## src/ddw_pkg.sv

```systemverilog
package ddw_pkg;
   // ============================================================
   // frame layout
   localparam int FRAME_BITS = 16;
   localparam int CODE_BITS = 12;
   localparam int POS_ZERO = 15;
   localparam int POS_CHAN = 14;
   localparam int POS_MODE_HI = 13;
   localparam int POS_MODE_LO = 12;
   localparam int POS_CODE_MSB = 11;
   localparam logic [11:0] CODE_RESET = 12'h000;
   // ============================================================
   // mode encodings
   localparam logic [1:0] MODE_LOAD_ONLY = 2'h0;
   localparam logic [1:0] MODE_LOAD_UPDATE = 2'h1;
   localparam logic [1:0] MODE_LOAD_BOTH = 2'h2;
   localparam logic [1:0] MODE_POWER_DOWN = 2'h3;
   // output termination codes
   localparam logic [1:0] TERM_DRIVEN = 2'h0;
   localparam logic [1:0] TERM_HIZ = 2'h1;
   localparam logic [1:0] TERM_2K5 = 2'h2;
   localparam logic [1:0] TERM_100K = 2'h3;
   // ============================================================
   // timing
   localparam int CLK_MHZ = 200;
   localparam int WAKE_DELAY_US = 6;
   localparam int WAKE_CYCLES = WAKE_DELAY_US * CLK_MHZ;
   localparam int HOST_DIV = 8;
   localparam int SYNC_HIGH_NS = 10;
   localparam int SYNC_HIGH_CYCLES = (SYNC_HIGH_NS * CLK_MHZ + 999) / 1000;
   localparam int FCNT_W = 5;
   localparam int WCNT_W = 13;
endpackage : ddw_pkg

```

## src/ddw_link_if.sv

```systemverilog
`timescale 1ns/1ps
`default_nettype none
// ============================================================
// three-wire write link
interface ddw_link_if;
   logic frame_sync_n;
   logic sclk;
   logic sdata;
   modport host (output frame_sync_n, output sclk, output sdata);
   modport dev (input frame_sync_n, input sclk, input sdata);
endinterface : ddw_link_if
`default_nettype wire

```

## src/ddw_dev.sv

```systemverilog
// Overview of operation
// - host starts frame with frame sync low
// - shift data on falling clock while sync low
// - host avoids sync fall on clock fall
// - sixteenth fall executes the frame
// - ignore clocks after sixteenth until sync high
// - host raises sync high briefly before each frame
// - early sync rise aborts, nothing changes
// - host sends zero then channel select; in a down frame the host sends word_i[15] as the lead bit instead
// - mode bits pick one of four actions
// - last twelve bits code, msb first
// - registers hold codes 0 to 4095
// - reset clears registers, outputs at zero
// - mode 11 powers both outputs down
// - first two bits select termination
// - power-down keeps register contents
// - normal frame wakes after wake delay
// - wake delay timed from sixteenth fall
// - host idles clock high, stops clock when down
// - host idles sync and data low
`timescale 1ns/1ps
`default_nettype none
module ddw_dev
   import ddw_pkg::*;
(
   input wire logic clk_i,
   input wire logic srst_i,
   ddw_link_if.dev link,
   output logic [11:0] code_a_o,
   output logic [11:0] code_b_o,
   output logic [11:0] out_a_o,
   output logic [11:0] out_b_o,
   output logic [1:0] term_o,
   output logic powered_o,
   output logic frame_done_o
);
   // ============================================================
   // synchronisers, first stage read only by second
   logic [1:0] fs_meta_r, ck_meta_r, dt_meta_r;
   logic fs_r, ck_r, dt_r, ck_d_r;
   always_ff @(posedge clk_i)
   begin
      fs_meta_r <= {fs_meta_r[0], link.frame_sync_n};
      ck_meta_r <= {ck_meta_r[0], link.sclk};
      dt_meta_r <= {dt_meta_r[0], link.sdata};
      fs_r <= fs_meta_r[1];
      ck_r <= ck_meta_r[1];
      dt_r <= dt_meta_r[1];
      ck_d_r <= ck_r;
   end
   // ============================================================
   // frame decode
   wire ck_fall = ck_d_r & ~ck_r;
   wire sync_low = ~fs_r;
   logic [15:0] shift_r;
   logic [4:0] cnt_r;
   wire [15:0] frame = {shift_r[14:0], dt_r};
   wire take_bit = sync_low & ck_fall & (cnt_r < 5'(FRAME_BITS));
   wire last_bit = take_bit & (cnt_r == 5'(FRAME_BITS - 1));
   wire chan_b = frame[POS_CHAN];
   wire [1:0] mode = frame[POS_MODE_HI:POS_MODE_LO];
   wire [1:0] tsel = frame[POS_ZERO:POS_CHAN];
   wire [11:0] code = frame[POS_CODE_MSB:0];
   wire do_down = last_bit & (mode == MODE_POWER_DOWN);
   wire do_load = last_bit & ~do_down;
   wire wr_a = do_load & ((mode == MODE_LOAD_BOTH) | ~chan_b);
   wire wr_b = do_load & ((mode == MODE_LOAD_BOTH) | chan_b);
   wire do_upd = do_load & (mode != MODE_LOAD_ONLY);
   wire [11:0] nxt_a = wr_a ? code : code_a_o;
   wire [11:0] nxt_b = wr_b ? code : code_b_o;
   // termination pick from the address bits
   function automatic logic [1:0] term_of(input logic [1:0] sel);
      case (sel)
         2'h1: term_of = TERM_2K5;
         2'h2: term_of = TERM_100K;
         default: term_of = TERM_HIZ;
      endcase
   endfunction : term_of
   // shift register and bit counter; sync high aborts quietly
   always_ff @(posedge clk_i)
   begin
      if (srst_i || !sync_low)
      begin
         cnt_r <= '0;
         shift_r <= '0;
      end
      else if (take_bit)
      begin
         cnt_r <= cnt_r + 5'h01;
         shift_r <= frame;
      end
   end
   // ============================================================
   // converter registers and the codes shown at the outputs
   // registers follow every executed load frame; the power state never touches them
   always_ff @(posedge clk_i)
   begin
      if (srst_i)
      begin
         code_a_o <= CODE_RESET;
         code_b_o <= CODE_RESET;
      end
      else
      begin
         code_a_o <= nxt_a;
         code_b_o <= nxt_b;
      end
   end
   // output codes move only on an updating frame, even while powered down
   // so a waking frame's code is ready; only powered_o and term_o wait for the wake count
   always_ff @(posedge clk_i)
   begin
      if (srst_i)
      begin
         out_a_o <= CODE_RESET;
         out_b_o <= CODE_RESET;
      end
      else if (do_upd)
      begin
         out_a_o <= nxt_a;
         out_b_o <= nxt_b;
      end
   end
   // one-cycle strobe marking an executed frame
   always_ff @(posedge clk_i)
   begin
      if (srst_i)
         frame_done_o <= 1'b0;
      else
         frame_done_o <= last_bit;
   end
   // ============================================================
   // power state
   // the wake count starts on the executing edge; link sampling adds a few cycles
   typedef enum logic [2:0] {PS_ON = 3'b001, PS_DOWN = 3'b010, PS_WAKE = 3'b100} ddw_ps_type;
   ddw_ps_type ps_r, ps_nxt;
   logic [WCNT_W-1:0] wake_r, wake_nxt;
   logic [1:0] term_nxt;
   logic powered_nxt;
   wire wake_over = (wake_r == '0);
   // next power state; a down frame always wins, even in the middle of a wake
   always_comb
   begin
      ps_nxt = ps_r;
      wake_nxt = wake_r;
      term_nxt = term_o;
      powered_nxt = powered_o;
      case (ps_r)
         PS_ON:
         begin
            if (do_down)
            begin
               ps_nxt = PS_DOWN;
               powered_nxt = 1'b0;
               term_nxt = term_of(tsel);
            end
         end
         PS_DOWN:
         begin
            if (do_down)
               term_nxt = term_of(tsel); // a later down frame retargets the termination
            else if (do_load)
            begin
               ps_nxt = PS_WAKE;
               wake_nxt = WCNT_W'(WAKE_CYCLES - 1);
            end
         end
         PS_WAKE:
         begin
            if (do_down)
            begin
               ps_nxt = PS_DOWN;
               term_nxt = term_of(tsel);
            end
            else if (wake_over)
            begin
               ps_nxt = PS_ON;
               powered_nxt = 1'b1;
               term_nxt = TERM_DRIVEN;
            end
            else
               wake_nxt = wake_r - WCNT_W'(1);
         end
         default:
         begin
            ps_nxt = PS_ON;
            powered_nxt = 1'b1;
            term_nxt = TERM_DRIVEN;
         end
      endcase
   end
   // power registers; outputs stay straight off flip-flops
   always_ff @(posedge clk_i)
   begin
      if (srst_i)
      begin
         ps_r <= PS_ON;
         wake_r <= '0;
         term_o <= TERM_DRIVEN;
         powered_o <= 1'b1;
      end
      else
      begin
         ps_r <= ps_nxt;
         wake_r <= wake_nxt;
         term_o <= term_nxt;
         powered_o <= powered_nxt;
      end
   end
endmodule : ddw_dev
`default_nettype wire

```

## src/flat_wrapper.sv

```systemverilog
// flat-port wrapper written by rule: the top's interface ports become plain ports
module ddw_dev_flat import ddw_pkg::*;
  (clk_i, srst_i, code_a_o, code_b_o, out_a_o, out_b_o, term_o, powered_o, frame_done_o, link_frame_sync_n, link_sclk, link_sdata);
  ddw_link_if link_i ();
  input wire logic clk_i;
  input wire logic srst_i;
  output logic [11:0] code_a_o;
  output logic [11:0] code_b_o;
  output logic [11:0] out_a_o;
  output logic [11:0] out_b_o;
  output logic [1:0] term_o;
  output logic powered_o;
  output logic frame_done_o;
  input wire logic [$bits(link_i.frame_sync_n)-1:0] link_frame_sync_n;
  input wire logic [$bits(link_i.sclk)-1:0] link_sclk;
  input wire logic [$bits(link_i.sdata)-1:0] link_sdata;
  assign link_i.frame_sync_n = link_frame_sync_n;
  assign link_i.sclk = link_sclk;
  assign link_i.sdata = link_sdata;
  ddw_dev u_core (.clk_i(clk_i), .srst_i(srst_i), .link(link_i), .code_a_o(code_a_o), .code_b_o(code_b_o), .out_a_o(out_a_o), .out_b_o(out_b_o), .term_o(term_o), .powered_o(powered_o), .frame_done_o(frame_done_o));
endmodule
```

## config.mk

```make
export PLATFORM = sky130hd
export DESIGN_NAME = ddw_dev_flat
export DESIGN_NICKNAME = d
export VERILOG_FILES = /design/src/ddw_pkg.sv /design/src/ddw_link_if.sv /design/src/ddw_dev.sv /design/src/flat_wrapper.sv
export SDC_FILE = /design/constraint.sdc
export NUM_CORES = 1
export LEC_CHECK = 0
export ABC_AREA = 1
export ABC_CLOCK_PERIOD_IN_PS = 4200
export BUFFER_PORTS_ARGS = -buffer_cell sky130_fd_sc_hd__buf_4
export CORE_MARGIN = 5
export CORE_UTILIZATION = 35
export CTS_BUF_LIST = sky130_fd_sc_hd__clkbuf_4 sky130_fd_sc_hd__clkbuf_8
export DETAILED_ROUTE_END_ITERATION = 10
export HOLD_SLACK_MARGIN = 0.08
export SYNTH_ARGS = -nofsm -noshare
export SYNTH_HDL_FRONTEND = slang
export SYNTH_SLANG_ARGS = --single-unit
export TNS_END_PERCENT = 1
```

## constraint.sdc

```tcl
create_clock -name clk_i -period 4.2 [get_ports clk_i]
set_input_delay 0.84 -clock clk_i [delete_from_list [all_inputs] [get_ports clk_i]]
set_output_delay 0.84 -clock clk_i [all_outputs]
set_load 0.1 [all_outputs]
```

; Word level (Yosys, flattened, before mapping)
; Index checks and enable logic that the tools add are counted.
[word_totals]
register_bits = 98
latchBits = 0
ram_bits = 0
rom_bits = 0
inputBits = 5
out_inout_bits = 52
word_cells = 84
memories = 0
[classes]
n_addsub = 2
mul = 0
div = 0
order_cmp = 1
n_eq_ne = 16
shift = 0
n_mux = 22
bitwise = 16
n_reduce_logical = 9
[op_table]
columns = cell, n
row1 = 13-bit two-way mux, 4
row2 = 13-bit one-hot mux with 2 select lines, 1
row3 = 12-bit two-way mux, 2
row4 = 3-bit two-way mux, 5
row5 = 13-bit zero test, 1
row6 = "13-bit by 1-bit subtractor with 13-bit output, second input constant", 1
row7 = 1-bit bitwise AND, 9
row8 = 3-bit one-hot mux with 3 select lines, 1
row9 = "2-bit by 1-bit inequality test with 1-bit output, second input constant", 4
row10 = 2-bit one-hot mux with 2 select lines, 2
row11 = 4-bit AND reduction, 2
row12 = "2-bit equality test, second input constant", 3
row13 = 2-bit two-way mux, 3
row14 = "2-bit inequality test, second input constant", 3
row15 = "5-bit by 1-bit adder with 5-bit output, second input constant", 1
row16 = "5-bit by 4-bit equality test with 1-bit output, second input constant", 1
row17 = "5-bit less-than comparator, second input constant", 1
row18 = 1-bit NOT, 5
row19 = 5-bit AND reduction, 1
row20 = 2-bit nonzero test, 2
row21 = "3-bit by 1-bit equality test with 1-bit output, second input constant", 1
row22 = "3-bit by 2-bit equality test with 1-bit output, second input constant", 1
row23 = "3-bit equality test, second input constant", 1
row24 = 1-bit two-way mux, 3
row25 = other kinds (7), 8

; Depth between registers and ports, before layout
[logic_depth]
depth_word = 11
ltp_mapped = 13
mapped_depth_nobuf = 12

; Worst setup path after synthesis
; No wires, ideal clock.
[synth_path]
path_kind = register to register
from = register u_core.cnt_r[0]
to = register u_core.out_a_o[0]
setup_time_ns = 0.109
t_arrival_ns = 1.747
required_ns = 4.091
path_slack_ns = 2.344
path_stages_with_launch = 13
path_buffers = 1
synth_period_minus_slack_ns = 1.856
cell_sequence = dfxtp_1 ha_1 inv_1 nor3_1 ha_1 nand4_1 a21oi_2 inv_2 buf_2 nand2_1 nand3_1 nand2_1 inv_1
[synth_between]
elab_chain_cells = 8
word_cells_on_any_way = 10
cone_classes = order compare: 1 / eq/ne: 1 / mux: 1 / bitwise: 7
[synth_lines]
columns = item, line_no
row1 = from (decl), ddw_dev.sv:56  ; logic [4:0] cnt_r;
row2 = from (signal assigned), ddw_dev.sv:89  ; cnt_r <= cnt_r + 5'h01;
row3 = 5-bit less-than comparator, ddw_dev.sv:58  ; wire take_bit = sync_low & ck_fall & (cnt_r < 5'(FRAME_BITS));
row4 = 1-bit bitwise AND, ddw_dev.sv:58
row5 = 1-bit bitwise AND *, ddw_dev.sv:59  ; wire last_bit = take_bit & (cnt_r == 5'(FRAME_BITS - 1));
row6 = 1-bit bitwise AND, ddw_dev.sv:64  ; wire do_down = last_bit & (mode == MODE_POWER_DOWN);
row7 = 1-bit NOT, ddw_dev.sv:65  ; wire do_load = last_bit & ~do_down;
row8 = 1-bit bitwise AND *, ddw_dev.sv:65
row9 = 1-bit bitwise AND, ddw_dev.sv:66  ; wire wr_a = do_load & ((mode == MODE_LOAD_BOTH) | ~chan_b);
row10 = 12-bit two-way mux, ddw_dev.sv:69  ; wire [11:0] nxt_a = wr_a ? code : code_a_o;
row11 = to (signal assigned), ddw_dev.sv:120  ; out_a_o <= nxt_a;
row12 = to (decl), ddw_dev.sv:31  ; output logic [11:0] out_a_o,
; Mark *: on every way between the ends. The rest lies on a longest branch, timed or not.
; A chain may end at the register's enable or synchronous reset.

; Worst setup path in the final report
[layout_path]
from = register u_core.cnt_r[1]
to = register u_core.out_a_o[2]
; The elaborated chain is that of the path after synthesis.

==> results by group <==
Cells and area
  • Post-route cell area: 4810 sq um
  • Layout Utilization: 0.420
  • Filler cells: 1173
  • Synth-to-Final Area Change: 16.7%
  • Ant diodes: 0
  • Final Net Count: 635
  • Share of layout cells above drive strength 1: 0.159

STA
  • Fmax: 381 MHz
  • Max_slew headroom: 0.285
  • Hold Fails Final Rpt: 0
  • Clock Skews: 0.0104 ns
  • Slew Limit Fails: 0
  • Setup_tns: 0 ns
  • RSZ-0062 raised after global routing: false
  • Setup violators final: 0
  • Fin crit share: 0.625
  • Worst-Margin Slew: 1.07 ns
  • Tmin final: 2.62 ns

Floorplanning
  • Die W: 119 um
  • Rows: 39
  • Die Y: 119 um
  • DIE AREA: 14100 sq um
  • Initial Utilization: 0.360
  • Core ar.: 11500 sq um
  • Ports: 57

Clock tree
  • Post-CTS sizing: 0
  • Hold Buf Count CTS: 0
  • Postcts setup bufs: 0
  • CTS tree: built
  • Clock slew at reported path FFs: 0.09 ns
  • Clock Sink Count: 98
  • Root buffer cell: clkbuf_8
  • CTS buffer count: 9
  • Max clock buf depth: 2
  • Clock Latency Late Sink: 0.37 ns
  • H-tree levels: 3

Yosys
  • Mean Syn Cell Area: 7.12 sq um
  • Main synth FF type: dfxtp_1
  • #FFs+latches synth: 98
  • Synth Cell Area: 4130 sq um
  • Post-synth EDFFs: 0
  • Register area share after synthesis: 0.476
  • Synth unique cells: 29
  • Syn nets: 589
  • Mapped Cells: 579
  • Yosys warning total: 0
  • Async SR Flop Fraction: 0

Status
  • Status: completed

Global route
  • Gr ovfl total: 0
  • Largest net degree at the start of global routing: 55
  • Initial antenna violation count: 0
  • First-pass GRT wire length: 16.0 mm
  • GR Util All Layers: 0.135
  • Vias in the first global route: 3398

Critical path
  • Req. time, crit path: 4.47 ns
  • R2R setup slack: 1.58 ns
  • Setup CP Type: reg -> reg
  • Nature of the critical path endpoint: flop
  • Largest stage delay on the critical path: 0.89 ns
  • Worst-path fanout max: 48
  • CP arrival: 2.89 ns
  • Startpoint Class: flop
  • Crit-path cells: ha_1 -> inv_1 -> nor3_1 -> ha_1 -> nand4_1 -> nor2_4 -> nand3_1 -> nand2_1 -> inv_1
  • Slowest-stage cell, CP: nor2_4

Place
  • DP Area: 4610 sq um
  • IO Port Bufs: 56
  • Gpl congestion: 0.816
  • DP HPWL: 6.53 mm

Drt
  • DRT Wirelength: 9.31 mm
  • DR vias: 3612
  • Routed Antenna Nets: 0
  • Router iterations before antenna repair: 4
  • Post-DR vias/cell: 4.67
  • First DRT Iteration DRCs: 275
  • Residual DRC: 0
  • Routed wire length per instance: 12.0 um

Hold path
  • Hold crit path type: reg -> reg

Job
  • Max Cap Viol: 0

Power and ir drop
  • VDD IR max: 0.180 mV
  • Pleak: 2.19 nW
  • Pwr/cell area: 353 nW/um^2
## kinds of logic after synthesis
family                     synth area share
buffers and inverters                0.0934
xor gates and xnor gates            0.00849
AOI/OAI and AO/OA                    0.0734
adders and majority gates            0.0152
and+or+nand+nor                       0.334
DFF                                   0.476
## state kept, by name (all words and copies together) (netlist names), 2 cells and up
register / count
u_core.code_b_o: 12
u_core.term_o: 2
u_core.dt_meta_r: 2
u_core.out_b_o: 12
u_core.wake_r: 13
u_core.code_a_o: 12
u_core.shift_r: 15
u_core.ps_r: 3
u_core.fs_meta_r: 2
u_core.ck_meta_r: 2
u_core.cnt_r: 5
u_core.out_a_o: 12
## worst paths after layout
kind | end | depth (start not counted) | start
max | u_core.out_a_o[2] | 9 | u_core.cnt_r[1]
min | u_core.dt_r | 0 | u_core.dt_meta_r[1]
max reg2reg | u_core.out_a_o[2] | 9 | u_core.cnt_r[1]
min reg2reg | u_core.dt_r | 0 | u_core.dt_meta_r[1]
## Yosys cell counts (all sizes together) (4+ instances only)
| master | instances | area [sq um] |
|---|---|---|
| a21oi | 38 | 205 |
| buf | 14 | 96.3 |
| clkbuf | 7 | 26.3 |
| dfxtp | 98 | 1960 |
| ha | 5 | 62.6 |
| inv | 66 | 250 |
| nand2 | 139 | 557 |
| nand3 | 43 | 220 |
| nor2 | 128 | 503 |
| nor3 | 11 | 66.3 |
| o21ai | 17 | 85.1 |
| xor2 | 4 | 35.0 |
## cell type report
cell class	count	area (sq um)	area share
clock buffers	11	145	0.0301
clock inverters	5	61.3	0.0127
inverters	67	254	0.0528
multi-input cells	392	1790	0.371
flip-flops and latches	98	1960	0.407
well taps	143	179	0.0372
repair buffers	57	428	0.0889
## through the flow
stage	power (mW)	instances	worst slack (ns)	hold WS, ns
2_1_floorplan	1.06	579	2.34	0.310
3_3_place_gp	1.08	757	1.69	0.310
3_5_place_dp	1.08	757	1.57	0.314
4_1_cts	1.73	773	1.56	0.337
5_1_grt	1.77	773	1.28	0.344
6_report	1.70	773	1.58	0.334
## report_power, final
group	internal, mW	switching (mW)
sequential	0.944	0.0104
combinational	0.0251	0.0800
clock	0.303	0.339
total	1.27	0.429
## worst max-delay path: cells and delay by family, from the launching register on
family / cells / cell delay [ns]
adder cells (fa/ha/maj): 2 / 0.45
buffers and inverters: 2 / 0.09
flip-flops: 1 / 0.40
AND/OR/NAND/NOR: 5 / 1.56
## routing by layer
metal / wire (um) / GRT usage
met1: 4460 / 0.181
met2: 4220 / 0.211
met3: 470 / 0.0310
met4: 155 / 0.0546
met5: 0 / 0
## cell usage in the layout (no fill, tap or decap)
cell type and count:
dfxtp_1 98, nor2_4 3, bufinv_16 1, clkinv_4 1, nor3_1 10, nand3_1 42, buf_4 57, clkbuf_8 10
nor3_4 1, and2_0 1, nor2_1 122, nand2_4 2, clkinv_1 1, a21oi_1 34, inv_2 3, nand4_1 3
a21oi_2 4, ha_1 5, nand2_2 8, or2_2 1, a31oi_1 2, nand2_1 129, nor2_2 3, inv_4 1
clkbuf_4 1, o21ai_0 17, xor2_1 4, inv_6 2, nand3_2 1, inv_1 62, clkinv_2 1
Note: power is estimated with default switching activity, not from simulation.
